$ cat src/hdl/usmt_defs.vh
`ifndef USMT_DEFS_VH
`define USMT_DEFS_VH

// register byte addresses
`define USMT_ADDR_PFLAG 8'h0C
`define USMT_ADDR_PMASK 8'h8C
`define USMT_ADDR_RXSC 8'h18
`define USMT_ADDR_TXSC 8'h04
`define USMT_ADDR_TXBUF 8'h08
`define USMT_ADDR_BAUD 8'h10
`define USMT_ADDR_RXBUF 8'h1C

// transmit status/control fields
`define USMT_TXSC_CKSEL 7
`define USMT_TXSC_NINE 6
`define USMT_TXSC_TXON 5
`define USMT_TXSC_SYNC 4
`define USMT_TXSC_SHEMPTY 1
`define USMT_TXSC_BIT9 0

// receive status/control fields
`define USMT_RXSC_PORT 7
`define USMT_RXSC_RNINE 6
`define USMT_RXSC_SINGLE 5
`define USMT_RXSC_CONT 4
`define USMT_RXSC_ADET 3
`define USMT_RXSC_FRAME 2
`define USMT_RXSC_OVRN 1
`define USMT_RXSC_RBIT9 0

// flag and mask position of the buffer-empty event
`define USMT_PFLAG_TXE 4

// reset values
`define USMT_TXSC_RESET 8'h02
`define USMT_RXSC_RESET 8'h00
`define USMT_BAUD_RESET 8'h00

// word lengths in bits
`define USMT_BITS_8 4'h8
`define USMT_BITS_9 4'h9

// bus responses
`define USMT_RESP_OKAY 2'b00
`define USMT_RESP_SLVERR 2'b10

`endif

$ cat src/hdl/usmt_top.v
`timescale 1ns/100ps
`include "usmt_defs.vh"

module usmt_top (
    // clock and reset
    input wire aclk,
    input wire aresetn,
    // axi4-lite write address
    input wire awvalid,
    output reg awready,
    input wire [7:0] awaddr,
    // axi4-lite write data
    input wire wvalid,
    output reg wready,
    input wire [31:0] wdata,
    input wire [3:0] wstrb,
    // axi4-lite write response
    output reg bvalid,
    input wire bready,
    output reg [1:0] bresp,
    // axi4-lite read address
    input wire arvalid,
    output reg arready,
    input wire [7:0] araddr,
    // axi4-lite read data
    output reg rvalid,
    input wire rready,
    output reg [31:0] rdata,
    output reg [1:0] rresp,
    // serial clock line
    output reg serial_clk_line_o,
    output reg serial_clk_line_oe,
    // serial data line
    input wire serial_data_line_i,
    output reg serial_data_line_o,
    output reg serial_data_line_oe,
    // transmit interrupt
    output reg tx_irq
);

    // word length for the selected mode
    function [3:0] usmt_nbits;
        input nine;
        begin
            usmt_nbits = nine ? `USMT_BITS_9 : `USMT_BITS_8;
        end
    endfunction

    // control and status registers
    reg clock_source_select_q;
    reg nine_bit_transmit_select_q;
    reg transmit_enable_q;
    reg sync_mode_q;
    reg transmit_ninth_bit_q;
    reg serial_port_enable_q;
    reg nine_bit_receive_select_q;
    reg single_receive_q;
    reg continuous_receive_q;
    reg address_detect_enable_q;
    reg overrun_error_q;
    reg received_ninth_bit_q;
    reg transmit_buffer_empty_flag_q;
    reg transmit_interrupt_enable_q;
    reg [7:0] baud_divisor_q;
    reg [7:0] transmit_buffer_q;
    reg [7:0] receive_buffer_q;
    reg rx_full_q;

    // transmitter state
    reg [8:0] transmit_shift_register_q;
    reg shift_register_empty_q;
    reg [3:0] tx_idx_q;
    reg tx_started_q;

    // receiver state
    reg [8:0] rx_shift_q;
    reg [3:0] rx_cnt_q;

    // baud generator and clock phase
    reg [7:0] baud_cnt_q;
    reg clk_phase_q;

    // data line synchroniser
    reg din_s1_q;
    reg din_s2_q;

    // bus slave state
    reg aw_hold_q;
    reg w_hold_q;
    reg [7:0] awaddr_q;
    reg [7:0] wdata_q;
    reg wstrb0_q;

    // half-duplex: any receive enable takes the line
    wire rx_mode = continuous_receive_q | single_receive_q;
    wire baud_run = transmit_enable_q | rx_mode;
    wire port_on = serial_port_enable_q & sync_mode_q;
    wire baud_tick = baud_run && (baud_cnt_q == 8'h00);
    wire tx_active = transmit_enable_q & ~shift_register_empty_q & ~rx_mode;
    wire clk_run = tx_active | rx_mode;
    wire rise = baud_tick & clk_run & ~clk_phase_q;
    wire fall = baud_tick & clk_run & clk_phase_q;
    wire [3:0] tx_len = usmt_nbits(nine_bit_transmit_select_q);
    wire [3:0] rx_len = usmt_nbits(nine_bit_receive_select_q);

    // bus decode of a completed write
    wire wr_fire = aw_hold_q & w_hold_q & ~bvalid;
    wire wr_en = wr_fire & wstrb0_q;
    wire wr_txsc = wr_en && (awaddr_q == `USMT_ADDR_TXSC);
    wire wr_txbuf = wr_en && (awaddr_q == `USMT_ADDR_TXBUF);
    wire wr_pmask = wr_en && (awaddr_q == `USMT_ADDR_PMASK);
    wire wr_baud = wr_en && (awaddr_q == `USMT_ADDR_BAUD);
    wire wr_rxsc = wr_en && (awaddr_q == `USMT_ADDR_RXSC);
    wire rd_fire = arvalid & arready;

    // load needs an empty shifter and a full buffer
    wire tx_load = transmit_enable_q & shift_register_empty_q & ~transmit_buffer_empty_flag_q;
    wire rx_done = rx_mode & fall && (rx_cnt_q == rx_len - 4'h1);

    // address check shared by reads and writes
    function usmt_mapped;
        input [7:0] a;
        begin
            if (a == `USMT_ADDR_TXSC) usmt_mapped = 1'b1;
            else if (a == `USMT_ADDR_TXBUF) usmt_mapped = 1'b1;
            else if (a == `USMT_ADDR_PFLAG) usmt_mapped = 1'b1;
            else if (a == `USMT_ADDR_PMASK) usmt_mapped = 1'b1;
            else if (a == `USMT_ADDR_BAUD) usmt_mapped = 1'b1;
            else if (a == `USMT_ADDR_RXSC) usmt_mapped = 1'b1;
            else if (a == `USMT_ADDR_RXBUF) usmt_mapped = 1'b1;
            else usmt_mapped = 1'b0;
        end
    endfunction

    // read mux over the register file
    reg [7:0] rd_byte;
    always @* begin
        rd_byte = 8'h00;
        if (araddr == `USMT_ADDR_TXSC) begin
            rd_byte[`USMT_TXSC_CKSEL] = clock_source_select_q;
            rd_byte[`USMT_TXSC_NINE] = nine_bit_transmit_select_q;
            rd_byte[`USMT_TXSC_TXON] = transmit_enable_q;
            rd_byte[`USMT_TXSC_SYNC] = sync_mode_q;
            rd_byte[`USMT_TXSC_SHEMPTY] = shift_register_empty_q;
            rd_byte[`USMT_TXSC_BIT9] = transmit_ninth_bit_q;
        end else if (araddr == `USMT_ADDR_TXBUF) begin
            rd_byte = transmit_buffer_q;
        end else if (araddr == `USMT_ADDR_PFLAG) begin
            rd_byte[`USMT_PFLAG_TXE] = transmit_buffer_empty_flag_q;
        end else if (araddr == `USMT_ADDR_PMASK) begin
            rd_byte[`USMT_PFLAG_TXE] = transmit_interrupt_enable_q;
        end else if (araddr == `USMT_ADDR_BAUD) begin
            rd_byte = baud_divisor_q;
        end else if (araddr == `USMT_ADDR_RXSC) begin
            rd_byte[`USMT_RXSC_PORT] = serial_port_enable_q;
            rd_byte[`USMT_RXSC_RNINE] = nine_bit_receive_select_q;
            rd_byte[`USMT_RXSC_SINGLE] = single_receive_q;
            rd_byte[`USMT_RXSC_CONT] = continuous_receive_q;
            rd_byte[`USMT_RXSC_ADET] = address_detect_enable_q;
            rd_byte[`USMT_RXSC_FRAME] = 1'b0;
            rd_byte[`USMT_RXSC_OVRN] = overrun_error_q;
            rd_byte[`USMT_RXSC_RBIT9] = received_ninth_bit_q;
        end else if (araddr == `USMT_ADDR_RXBUF) begin
            rd_byte = receive_buffer_q;
        end
    end

    // write channels are taken independently, answered together
    always @(posedge aclk) begin
        if (!aresetn) begin
            awready <= 1'b0;
            wready <= 1'b0;
            aw_hold_q <= 1'b0;
            w_hold_q <= 1'b0;
            awaddr_q <= 8'h00;
            wdata_q <= 8'h00;
            wstrb0_q <= 1'b0;
            bvalid <= 1'b0;
            bresp <= `USMT_RESP_OKAY;
        end else begin
            if (awvalid && awready) begin
                aw_hold_q <= 1'b1;
                awaddr_q <= awaddr;
                awready <= 1'b0;
            end else if (!aw_hold_q && !bvalid) begin
                awready <= 1'b1;
            end
            if (wvalid && wready) begin
                w_hold_q <= 1'b1;
                wdata_q <= wdata[7:0];
                wstrb0_q <= wstrb[0];
                wready <= 1'b0;
            end else if (!w_hold_q && !bvalid) begin
                wready <= 1'b1;
            end
            if (wr_fire) begin
                aw_hold_q <= 1'b0;
                w_hold_q <= 1'b0;
                bvalid <= 1'b1;
                bresp <= usmt_mapped(awaddr_q) ? `USMT_RESP_OKAY : `USMT_RESP_SLVERR;
            end else if (bvalid && bready) begin
                bvalid <= 1'b0;
            end
        end
    end

    // read channel: one cycle from address to data
    always @(posedge aclk) begin
        if (!aresetn) begin
            arready <= 1'b0;
            rvalid <= 1'b0;
            rdata <= 32'h0000_0000;
            rresp <= `USMT_RESP_OKAY;
        end else if (rd_fire) begin
            arready <= 1'b0;
            rvalid <= 1'b1;
            rdata <= {24'h00_0000, rd_byte};
            rresp <= usmt_mapped(araddr) ? `USMT_RESP_OKAY : `USMT_RESP_SLVERR;
        end else if (rvalid && rready) begin
            rvalid <= 1'b0;
        end else if (!rvalid) begin
            arready <= 1'b1;
        end
    end

    // software-written control bits
    always @(posedge aclk) begin
        if (!aresetn) begin
            clock_source_select_q <= 1'b0;
            nine_bit_transmit_select_q <= 1'b0;
            transmit_enable_q <= 1'b0;
            sync_mode_q <= 1'b0;
            transmit_ninth_bit_q <= 1'b0;
            serial_port_enable_q <= 1'b0;
            nine_bit_receive_select_q <= 1'b0;
            address_detect_enable_q <= 1'b0;
            continuous_receive_q <= 1'b0;
            transmit_interrupt_enable_q <= 1'b0;
            baud_divisor_q <= `USMT_BAUD_RESET;
        end else begin
            if (wr_txsc) begin
                clock_source_select_q <= wdata_q[`USMT_TXSC_CKSEL];
                nine_bit_transmit_select_q <= wdata_q[`USMT_TXSC_NINE];
                transmit_enable_q <= wdata_q[`USMT_TXSC_TXON];
                sync_mode_q <= wdata_q[`USMT_TXSC_SYNC];
                transmit_ninth_bit_q <= wdata_q[`USMT_TXSC_BIT9];
            end
            if (wr_rxsc) begin
                serial_port_enable_q <= wdata_q[`USMT_RXSC_PORT];
                nine_bit_receive_select_q <= wdata_q[`USMT_RXSC_RNINE];
                continuous_receive_q <= wdata_q[`USMT_RXSC_CONT];
                address_detect_enable_q <= wdata_q[`USMT_RXSC_ADET];
            end
            if (wr_pmask)
                transmit_interrupt_enable_q <= wdata_q[`USMT_PFLAG_TXE];
            if (wr_baud)
                baud_divisor_q <= wdata_q;
        end
    end

    // transmit buffer and its empty flag; a write beats a same-cycle load
    always @(posedge aclk) begin
        if (!aresetn) begin
            transmit_buffer_q <= 8'h00;
            transmit_buffer_empty_flag_q <= 1'b1;
        end else if (wr_txbuf) begin
            transmit_buffer_q <= wdata_q;
            transmit_buffer_empty_flag_q <= 1'b0;
        end else if (tx_load) begin
            transmit_buffer_empty_flag_q <= 1'b1;
        end
    end

    // interrupt forwarding, no global gate inside the block
    always @(posedge aclk) begin
        if (!aresetn)
            tx_irq <= 1'b0;
        else
            tx_irq <= transmit_buffer_empty_flag_q & transmit_interrupt_enable_q;
    end

    // baud generator: reload from the divisor, cleared while idle
    always @(posedge aclk) begin
        if (!aresetn || !baud_run) begin
            baud_cnt_q <= 8'h00;
            clk_phase_q <= 1'b0;
        end else begin
            baud_cnt_q <= baud_tick ? baud_divisor_q : baud_cnt_q - 8'h01;
            if (baud_tick && clk_run)
                clk_phase_q <= ~clk_phase_q;
        end
    end

    // transmit shifter; frozen, not reset, while receiving
    always @(posedge aclk) begin
        if (!aresetn || !transmit_enable_q) begin
            transmit_shift_register_q <= 9'h000;
            shift_register_empty_q <= 1'b1;
            tx_idx_q <= 4'h0;
            tx_started_q <= 1'b0;
            serial_data_line_o <= 1'b0;
        end else if (tx_load) begin
            transmit_shift_register_q <= {transmit_ninth_bit_q, transmit_buffer_q};
            shift_register_empty_q <= 1'b0;
            tx_idx_q <= 4'h0;
            tx_started_q <= 1'b0;
        end else if (tx_active && rise) begin
            serial_data_line_o <= transmit_shift_register_q[tx_idx_q];
            tx_idx_q <= tx_idx_q + 4'h1;
            tx_started_q <= 1'b1;
        end else if (tx_active && fall && tx_started_q && tx_idx_q == tx_len) begin
            shift_register_empty_q <= 1'b1;
        end
    end

    // data line synchroniser; only the second stage is read
    always @(posedge aclk) begin
        if (!aresetn) begin
            din_s1_q <= 1'b0;
            din_s2_q <= 1'b0;
        end else begin
            din_s1_q <= serial_data_line_i;
            din_s2_q <= din_s1_q;
        end
    end

    // receiver samples on the falling clock; single receive self-clears
    always @(posedge aclk) begin
        if (!aresetn) begin
            rx_shift_q <= 9'h000;
            rx_cnt_q <= 4'h0;
            receive_buffer_q <= 8'h00;
            received_ninth_bit_q <= 1'b0;
            rx_full_q <= 1'b0;
            overrun_error_q <= 1'b0;
            single_receive_q <= 1'b0;
        end else begin
            if (!rx_mode)
                rx_cnt_q <= 4'h0;
            else if (fall) begin
                rx_shift_q[rx_cnt_q] <= din_s2_q;
                rx_cnt_q <= rx_done ? 4'h0 : rx_cnt_q + 4'h1;
            end
            if (wr_rxsc)
                single_receive_q <= wdata_q[`USMT_RXSC_SINGLE];
            if (rx_done) begin
                receive_buffer_q <= rx_shift_q[7:0];
                received_ninth_bit_q <= nine_bit_receive_select_q ? din_s2_q : 1'b0;
                if (!continuous_receive_q && !(wr_rxsc && wdata_q[`USMT_RXSC_CONT]))
                    single_receive_q <= 1'b0;
            end
            // a new word beats the read that frees the buffer
            if (rx_done)
                rx_full_q <= 1'b1;
            else if (rd_fire && araddr == `USMT_ADDR_RXBUF)
                rx_full_q <= 1'b0;
            // overrun sets over the clear made by dropping continuous receive
            if (rx_done && rx_full_q)
                overrun_error_q <= 1'b1;
            else if (wr_rxsc && !wdata_q[`USMT_RXSC_CONT])
                overrun_error_q <= 1'b0;
        end
    end

    // pin drivers, registered so the outputs come from flip-flops
    always @(posedge aclk) begin
        if (!aresetn) begin
            serial_clk_line_o <= 1'b0;
            serial_clk_line_oe <= 1'b0;
            serial_data_line_oe <= 1'b0;
        end else begin
            // clock takes its new phase at the tick, the same edge that moves data
            serial_clk_line_o <= clk_phase_q ^ (baud_tick & clk_run);
            serial_clk_line_oe <= port_on & clock_source_select_q & baud_run;
            serial_data_line_oe <= port_on & transmit_enable_q & ~rx_mode;
        end
    end

endmodule // usmt_top

$ cat config.mk
export PLATFORM = sky130hd
export DESIGN_NAME = usmt_top
export DESIGN_NICKNAME = d
export VERILOG_FILES = /design/src/hdl/usmt_top.v
export VERILOG_INCLUDE_DIRS = /design/src /design/src/hdl
export SDC_FILE = /design/constraint.sdc
export NUM_CORES = 1
export LEC_CHECK = 0
export BUFFER_PORTS_ARGS = -buffer_cell sky130_fd_sc_hd__buf_4
export CORE_MARGIN = 1
export CORE_UTILIZATION = 45
export CTS_CLUSTER_DIAMETER = 120
export DETAILED_ROUTE_END_ITERATION = 8
export GPL_ROUTABILITY_DRIVEN = 0
export PLACE_DENSITY = 0.66
export SYNTH_ARGS = -nofsm -noshare
export SYNTH_HDL_FRONTEND = slang
export SYNTH_SLANG_ARGS = --single-unit
$ cat constraint.sdc
create_clock -name aclk -period 3.7 [get_ports aclk]
set_clock_uncertainty 0.2 [all_clocks]
set_input_delay 0.555 -clock aclk [delete_from_list [all_inputs] [get_ports aclk]]
set_output_delay 0.555 -clock aclk [all_outputs]
set_load 0.01 [all_outputs]
* After elaboration in Yosys (flattened, before gate mapping)
Index checks and enable logic that the tools add are counted.
** Storage, ports and cells
- Bits in registers :: 119
- Output and inout bits :: 46
- Word-level logic and storage cells :: 212
- Input port bits :: 60
** Operators by class
- Bitwise logic cells :: 31
- Order comparisons :: 3
- Add/sub/neg operators :: 4
- Equality and inequality tests :: 17
- Multiplexer cells :: 59
- Reduce and logical (&&, ||, !) cells :: 52
** Operators with widths (number)
- $eq 8x5->1 const B :: 6
- $mux 1 :: 41
- $mux 8 :: 5
- $eq 8x4->1 const B :: 4
- $logic_and 1x1->1 :: 24
- $and 1x1->1 :: 18
- $eq 8x3->1 const B :: 2
- $eq 8x8->1 const B :: 2
- $mux 4 :: 4
- $reduce_bool 2->1 :: 6
- $lt 4x5->1 const B :: 2
- $reduce_and 2->1 :: 5
- $reduce_or 2->1 :: 5
- $bwmux 9 :: 1
- $logic_not 1->1 :: 9
- $not 1->1 :: 9
- $add 4x1->4 const B :: 2
- $eq 4x4->1 :: 2
- $logic_not 8->1 :: 1
- $mux 2 :: 4
- $sub 8x1->8 const B :: 1
- $mux 3 :: 2
- $bmux 1 s4 :: 1
- $demux 1 s4 :: 1
- other kinds (6) :: 9

* Logic depth before layout (Yosys ltp)
Gate-level depths: netlist (run 1).
- Depth after elaboration :: 12
- Depth in mapped cells :: 10
- Depth with buffers taken out :: 10

* Least setup slack after synthesis (run 1)
No wires, ideal clock.
- Path kind :: flip-flop to flip-flop
- Start point :: reg baud_cnt_q[3]
- End point :: reg receive_buffer_q[0]
- Arrival :: 2.044 ns
- Clock period less this slack :: 2.316 ns
- Buffers on the path :: 1
- Library setup time :: 0.072 ns
- Cell stages (with the launch flop) :: 8
- Data required time :: 3.428 ns
- Slack :: 1.384 ns
- Cells stage by stage :: dfxtp_1 > nor4_1 > o2111ai_1 > inv_1 > ha_1 > nor3b_1 > buf_2 > mux2i_1
** On the way
- Longest elaborated chain between the ends :: 6
** RTL lines
- start, declared :: line usmt_top.v:80 : reg [7:0] baud_cnt_q;
- start signal, assigned :: line usmt_top.v:288 : baud_cnt_q <= baud_tick ? baud_divisor_q : baud_cnt_q - 8'h01;
- $logic_not 8->1 :: line usmt_top.v:98 : wire baud_tick = baud_run && (baud_cnt_q == 8'h00);
- $logic_and 1x1->1 :: line usmt_top.v:98
- $and 1x1->1 (2 in a row) :: line usmt_top.v:102 : wire fall = baud_tick & clk_run & clk_phase_q;
- $and 1x1->1 :: line usmt_top.v:118 : wire rx_done = rx_mode & fall && (rx_cnt_q == rx_len - 4'h1);
- $logic_and 1x1->1 :: line usmt_top.v:118
- end signal, assigned :: line usmt_top.v:347 : receive_buffer_q <= rx_shift_q[7:0];
- end, declared :: line usmt_top.v:66 : reg [7:0] receive_buffer_q;
No other way between the ends.
A chain may end at the register's enable or synchronous reset.

* Worst setup path in the final report (run 1)
- Start point :: reg baud_cnt_q[3]
- End point :: reg rx_shift_q[3]
** On the way
- Longest elaborated chain between the ends :: 5
** RTL lines
- $logic_not 8->1 :: line usmt_top.v:98
- $logic_and 1x1->1 :: line usmt_top.v:98
- $and 1x1->1 (2 in a row) :: line usmt_top.v:102
- $reduce_and 2->1 (no source line)
- end signal, assigned by index :: line usmt_top.v:341 : rx_shift_q[rx_cnt_q] <= din_s2_q;
- end, declared :: line usmt_top.v:76 : reg [8:0] rx_shift_q;
No other way between the ends.

==> qor.csv, run 1 <==
metric,value,unit
outcome,"complete, but fails checks",
failed_checks,DRC,
start_util,46.8,%
clkLatencyLatePin,0.41,ns
fin_nets,725,
htree_num_levels,4,
route.detailed.drc,9,
crit_path_top_delay_cell,sky130_fd_sc_hd__nor4_1,
fp.coreArea,0.0116,sq mm
worstSetupPathType,flop to flop,
tritoncts_num_sinks,116,
initial_antenna_violation_count,0,
async_flop_share,0,%
peakVddDrop,0.264,mV
grt_overflow_total,0,
postCtsSetupRepairBufs,0,
period_share,80.6,%
timing.critical_path.mode_cell,sky130_fd_sc_hd__nor4_1,
worstPathRequired,3.77,ns
yosys.area.top_type,sky130_fd_sc_hd__dfxtp_1,
mapped_area,0.00544,sq mm
tritoncts,built,
slew-limit-headroom,28.7,%
final-seq-area,0.00232,sq mm
post_detailed_placement_half_perimeter_wirelength,9.28,mm
slowest_delay,0.63,ns
area_of_the_multi_input_gates,0.00284,sq mm
final-instance-count-excl-fill,810,
finalSetupTns,0,ns
finalSetupViolCount,0,
cts_hold_buffers,0,
layout-drive-gt1-share,15.9,%
cp_max_fo,13,
synthesized_area_per_cell,8.85,sq um
finalHoldViolCount,0,
drt-pass1-iter-count,9,
std_cell_rows,39,
synth-seq-area-share,42.7,%
io_pins,106,
die_h,112,um
critical_path_buf_inv_count,2,
yosys_register_bits,116,
wire_length_of_the_first_global_routing_pass,21.7,mm
synth_top_flop_cell,sky130_fd_sc_hd__dfxtp_1,
wirelength,13.3,mm
fin_crit,2.98,ns
worst_ep_arrival_time,3.05,ns
timing.final.max_slew_violations,0,
first_global_vias,4377,
powerDensity,482,mW/mm^2
power.leakage,2.70,nW
route.antenna.remaining_nets,0,
grt_setup_unrepaired,no,
synthDistinctLibCells,63,
flow.area_growth_from_synthesis,18.1,%
final.fill_count,1049,
fmax,335,MHz
vias,4542,
worst_path_dominant_cell_family,simple AND/OR/NAND/NOR gates,
root_buffer,sky130_fd_sc_hd__clkbuf_16,
worstSetupEndpointType,flop,
worst_setup_path_start_kind,flop,
antenna_diode_instance_count,0,
route.detailed.vias_per_inst,5.61,
cts_max_path_buffers,2,
die_area,0.0125,sq mm
dominant_cells_by_area_after_synthesis,"sky130_fd_sc_hd__dfxtp_1 (43%), sky130_fd_sc_hd__mux2i_1 (10%), sky130_fd_sc_hd__nor2_1 (5.3%), sky130_fd_sc_hd__nand2_1 (4.1%), sky130_fd_sc_hd__buf_4 (3.6%)",
place.port_buffers,52,
synth_top_cell_area_share,42.7,%
hold_class,primary input to flop,
place.detailed.instances,780,
maxCapViolations,0,
synth_cells,615,
synth_edf_count,0,
grt_max_degree,56,
path_clk_slew,0.05,ns
post_drt_wl_per_cell,16.4,um
die-width,112,um
post_cts_resized,0,
detailed_route_iter0_violations,302,
power_after_layout,0.00310,W
critical_path.cell_chain,"nor4_1, o2111ai_1, inv_1, ha_1, buf_4, nand2_1, nor4_1, mux2i_1, nor2_1",
numCtsBuffers,17,
gr-usage-all-layers,22.3,%
worstMarginPinSlew,1.06,ns
synth.yosys.warnings,0,
-- flip-flops by register name (all words and copies together), names as in the netlist, 4 cells and up --
name,count
transmit_shift_register_q,9
baud_divisor_q,8
rx_shift_q,8
rdata,8
receive_buffer_q,8
rx_cnt_q,4
awaddr_q,8
tx_idx_q,4
transmit_buffer_q,8
baud_cnt_q,8
wdata_q,8
-- final timing paths --
path / from / to / slack (ns) / cells past startpoint
worst max register to register: baud_cnt_q[3]$_SDFF_PP0_ / rx_shift_q[3]$_SDFFE_PN0P_ / 0.72 / 9
worst max-delay path: baud_cnt_q[3]$_SDFF_PP0_ / rx_shift_q[3]$_SDFFE_PN0P_ / 0.72 / 9
worst min register to register: din_s1_q$_SDFF_PN0_ / din_s2_q$_SDFF_PN0_ / 0.23 / 1
worst min-delay path: serial_data_line_i / din_s1_q$_SDFF_PN0_ / 0.16 / 2
-- layer usage --
metal	track usage [%]	vias to the layer above	part of all wire, %
li1	-	2204	-
met1	29.3	2160	46
met2	35.1	164	46
met3	5.77	14	6.4
met4	8.89	0	1.4
met5	0	-	0
-- logic make-up (layout without fill, tap and decap cells) --
kind of cell             Yosys count  after routing  synth area share, %
AO/OA/AOI/OAI                     98             98                 12.1
XOR/XNOR                          11             11                 1.77
buffers and inverters             75            102                 7.06
other                              1             26               0.0689
adder cells (fa/ha/maj)            9              9                 2.07
flip-flops                       116            116                 42.7
AND/OR/NAND/NOR                  242            242                 22.1
multiplexers                      63             63                 12.2
-- power breakdown --
part / switching [W] / internal, W
clock network: 0.000555 / 0.00110
logic: 0.0000909 / 0.0000571
registers: 0.0000232 / 0.00127
total: 0.000669 / 0.00243
-- cell usage after synthesis, drive strengths merged, types with 2 or more instances --
master / number
o32a: 2
inv: 14
nand4: 8
nor3: 11
and3: 9
nand4b: 3
or2: 2
xnor2: 6
nand3b: 3
ha: 9
a31oi: 5
a211oi: 9
a311oi: 2
nor2b: 7
o211ai: 7
clkbuf: 29
mux2i: 55
buf: 31
or3: 3
nor3b: 6
a22o: 2
dfxtp: 116
mux4: 2
a21boi: 2
nor2: 77
o21ai: 10
a32oi: 7
xor2: 5
nor4b: 2
nand2: 59
and2: 7
nor4: 6
and3b: 4
mux2: 6
a21oi: 35
nand3: 24
a22oi: 7
nand2b: 6
-- per-stage QoR --
stage	util, %	hold slack [ns]	area (sq um)	setup slack, ns
global route	55.3	0.159	6420	0.424
detailed placement	50.2	0.224	5820	0.705
floorplan	-	0.212	5530	1.38
CTS	55.3	0.141	6420	0.693
finish	55.3	0.158	6420	0.717
global placement	50.2	0.216	5820	0.807
-- worst register-to-register path, stage by stage (launching register included) --
cell                        delay (ns)
sky130_fd_sc_hd__dfxtp_1          0.36
sky130_fd_sc_hd__nor4_1           0.63
sky130_fd_sc_hd__o2111ai_1        0.35
sky130_fd_sc_hd__inv_1            0.15
sky130_fd_sc_hd__ha_1             0.26
sky130_fd_sc_hd__buf_4            0.22
sky130_fd_sc_hd__nand2_1          0.10
sky130_fd_sc_hd__nor4_1           0.30
sky130_fd_sc_hd__mux2i_1          0.23
sky130_fd_sc_hd__nor2_1           0.05
-- final cells by class --
cell class	instances	share of cell area [%]
Clock buffer	21	7.32
Inverter	15	0.877
Multi-Input combinational cell	449	44.2
Clock inverter	9	2.01
Sequential cell	116	36.2
Tap cell	143	2.79
Timing Repair Buffer	57	6.66
-- cell usage in the layout, fill, tap and decap left out, drive strengths merged, types with 8 or more instances in the layout --
master  Yosys  final
nand4       8      8
nor3       11     11
nand3      24     24
a21oi      35     35
inv        14     14
a211oi      9      9
ha          9      9
nand2      59     59
clkbuf     29     21
o21ai      10     10
mux2i      55     55
buf        31     57
nor2       77     77
conb        1     26
dfxtp     116    116
and3        9      9
(Power assumes the default switching activity.)
==> run 2: changes to the inputs <==
PLACE_DENSITY = 0.69   (was 0.66)
clock period = 2.5 ns   (was 3.7 ns; I/O delays follow)
==> run 2 against run 1 <==
The flow still finishes with violations (DRC). Die area unchanged. Register-to-register slack got worse by 0.56 ns. Sequential share of layout area decreased by 0.70 points. Critical path depth decreased by 1. Largest cell class unchanged.
==> qor.csv, run 2 (synthesis gave the netlist of run 1 again) <==
metric,value,unit,change
gr-usage-all-layers,21.7,%,-0.63 points
powerDensity,679,mW/mm^2,+41%
worstSetupEndpointType,flop,,
power.share.switching,21.9,%,+0.29 points
final-instance-count-excl-fill,829,,+2.3%
timing.critical_path.mode_cell,sky130_fd_sc_hd__buf_4,,
start_util,46.8,%,unchanged
critical_path.cell_chain,"nor4_1, buf_4, o2111ai_1, inv_1, ha_1, nor3b_4, buf_4, mux2i_1",,
peakVddDrop,0.550,mV,+110%
layout-drive-gt1-share,18.2,%,+2.3 points
period_share,93.7,%,+13 points
p_int,0.00347,W,+43%
maxCapViolations,0,,unchanged
root_buffer,sky130_fd_sc_hd__clkbuf_16,,
route.antenna.remaining_nets,0,,unchanged
power_after_layout,0.00444,W,+44%
layout_commonest_cell,sky130_fd_sc_hd__dfxtp_1,,
drt-pass1-iter-count,9,,unchanged
worstMarginPinSlew,0.520,ns,-0.540 ns
initial_antenna_violation_count,0,,unchanged
post-route-cell-area,0.00655,sq mm,+2.0%
largest_register,transmit_shift_register_q,,
tritoncts_num_sinks,116,,unchanged
post_drt_wl_per_cell,15.7,um,-4.2%
fin_crit,2.34,ns,-0.641 ns
seq_power_share,43.0,%,+1.3 points
fp.coreArea,0.0116,sq mm,unchanged
finalSetupTns,0,ns,unchanged
cp_max_fo,7,,-6
cts_max_path_buffers,2,,unchanged
wirelength,13.0,mm,-1.9%
ff2ff_path_depth,8,,-1
antenna_diode_instance_count,0,,unchanged
finalHoldViolCount,0,,unchanged
hold_class,primary input to flop,,
vias,4581,,+0.86%
die-width,112,um,unchanged
timing.critical_path.depth,8,,-1
largest_register_ffs,9,,unchanged
worstSetupPathType,flop to flop,,
numCtsBuffers,17,,unchanged
critical_path_buf_inv_count,3,,+1
grt_max_degree,50,,-11%
htree_num_levels,4,,unchanged
final.fill_count,1046,,-0.29%
path_clk_slew,0.05,ns,about the same
finalSetupViolCount,0,,unchanged
tritoncts,built,,
slew-limit-headroom,65.0,%,+36 points
post_detailed_placement_half_perimeter_wirelength,9.55,mm,+2.9%
postCtsSetupRepairBufs,0,,unchanged
detailed_route_iter0_violations,249,,-18%
place.detailed.instances,798,,+2.3%
flow.area_growth_from_synthesis,20.4,%,
worstPathRequired,2.63,ns,-1.14 ns
crit_path_top_delay_cell,sky130_fd_sc_hd__dfxtp_1,,
hold_path_depth,3,,+1
outcome,"complete, but fails checks",,
worst_path_dominant_cell_family,simple AND/OR/NAND/NOR gates,,
worst_setup_path_start_kind,flop,,
power.leakage,2.80,nW,+3.5%
place.port_buffers,52,,unchanged
net-switching-power,0.000973,W,+45%
std_cell_rows,39,,unchanged
fmax,427,MHz,+27%
route.detailed.drc,8,,-1
timing.hold.ws,0.0234,ns,-0.135 ns
setup.reg_to_reg.worst_slack,0.16,ns,-0.56 ns
grt_setup_unrepaired,no,,
layout_common_cells,"sky130_fd_sc_hd__dfxtp_1 (116), sky130_fd_sc_hd__nor2_1 (77), sky130_fd_sc_hd__buf_4 (75), sky130_fd_sc_hd__nand2_1 (59), sky130_fd_sc_hd__mux2i_1 (55)",,
clkLatencyLatePin,0.41,ns,about the same
power.combinational.fraction,5.1,%,+0.3 points
worst_ep_arrival_time,2.47,ns,-0.58 ns
grt_overflow_total,0,,unchanged
die_h,112,um,unchanged
io_pins,106,,unchanged
first_global_vias,4413,,+0.82%
wire_length_of_the_first_global_routing_pass,21.5,mm,-0.95%
clockPowerShare,51.9,%,-1.6 points
fin_nets,744,,+2.6%
die_area,0.0125,sq mm,unchanged
timing.final.max_slew_violations,0,,unchanged
placement.cell_area,0.00596,sq mm,+2.3%
failed_checks,DRC,,
route.detailed.vias_per_inst,5.53,,-1.5%
slowest_delay,0.34,ns,-0.29 ns
==> run 2: cell count changes in the layout (fill, tap and decap cells not counted) <==
cell | before | now
sky130_fd_sc_hd__nor3b_1 | 4 | 3
sky130_fd_sc_hd__nor2b_1 | 7 | 6
sky130_fd_sc_hd__clkinvlp_4 | 2 | 3
sky130_fd_sc_hd__nor3b_4 | 0 | 1
sky130_fd_sc_hd__clkbuf_1 | 1 | 2
sky130_fd_sc_hd__nor2b_2 | 0 | 1
sky130_fd_sc_hd__clkbuf_8 | 3 | 2
sky130_fd_sc_hd__buf_4 | 57 | 75
sky130_fd_sc_hd__bufinv_16 | 3 | 2
sky130_fd_sc_hd__dlygate4sd3_1 | 0 | 1
==> run 2: what timing repair did <==
| item | in CTS | in global routing |
|---|---|---|
| resized for setup | 0 | 3 |
| hold buffers | 1 | 0 |
| hold endpoints to repair | 1 | 0 |
| endpoints found under the setup margin | 0 | 12 |
==> run 2: final timing paths <==
check | startpoint | endpoint
hold reg to reg | din_s1_q$_SDFF_PN0_ | din_s2_q$_SDFF_PN0_
hold / removal | wdata[4] | wdata_q[4]$_SDFFE_PN0P_
setup / recovery | baud_cnt_q[5]$_SDFF_PP0_ | receive_buffer_q[6]$_SDFFE_PN0N_
setup reg to reg | baud_cnt_q[5]$_SDFF_PP0_ | receive_buffer_q[6]$_SDFFE_PN0N_
==> run 2: stage by stage <==
step	util, %	setup slack (ns)
5_1_grt	56.4	0.00725
4_1_cts	56.3	0.0717
3_3_place_gp	51.3	0.178
6_report	56.4	0.158
2_1_floorplan	-	0.184
3_5_place_dp	51.3	0.122
==> run 2: cell type report <==
class                   count  area (sq um)  area share, %
multi-input cells         449          2850           43.6
flip-flops and latches    116          2320           35.5
repair buffers             76           573           8.75
clock buffers              21           460           7.03
well taps                 143           179           2.73
clock inverters             9           106           1.62
inverters                  15          56.3          0.860
==> run 2: power by group through the flow <==
stage | registers [W] | clock network (W) | logic, W
2_1_floorplan | 0.00194 | 0 | 0.000162
3_5_place_dp | 0.00195 | 0 | 0.000224
6_report | 0.00191 | 0.00230 | 0.000227
3_3_place_gp | 0.00195 | 0 | 0.000219
5_1_grt | 0.00192 | 0.00242 | 0.000252
4_1_cts | 0.00191 | 0.00234 | 0.000227
==> run 2: worst register-to-register path, cell delays in order, from the launching register on <==
cell                        delay, ns
sky130_fd_sc_hd__dfxtp_1         0.34
sky130_fd_sc_hd__nor4_1          0.34
sky130_fd_sc_hd__buf_4           0.19
sky130_fd_sc_hd__o2111ai_1       0.13
sky130_fd_sc_hd__inv_1           0.11
sky130_fd_sc_hd__ha_1            0.25
sky130_fd_sc_hd__nor3b_4         0.27
sky130_fd_sc_hd__buf_4           0.23
sky130_fd_sc_hd__mux2i_1         0.20
==> run 2: metal layers <==
| layer | track usage (%) | vias to the layer above | wire, um |
|---|---|---|---|
| met4 | 8.62 | 0 | 268 |
| met1 | 28.0 | 2168 | 5930 |
| met5 | 0 | - | 0 |
| met3 | 5.33 | 20 | 662 |
| met2 | 34.9 | 151 | 6140 |
| li1 | - | 2242 | - |
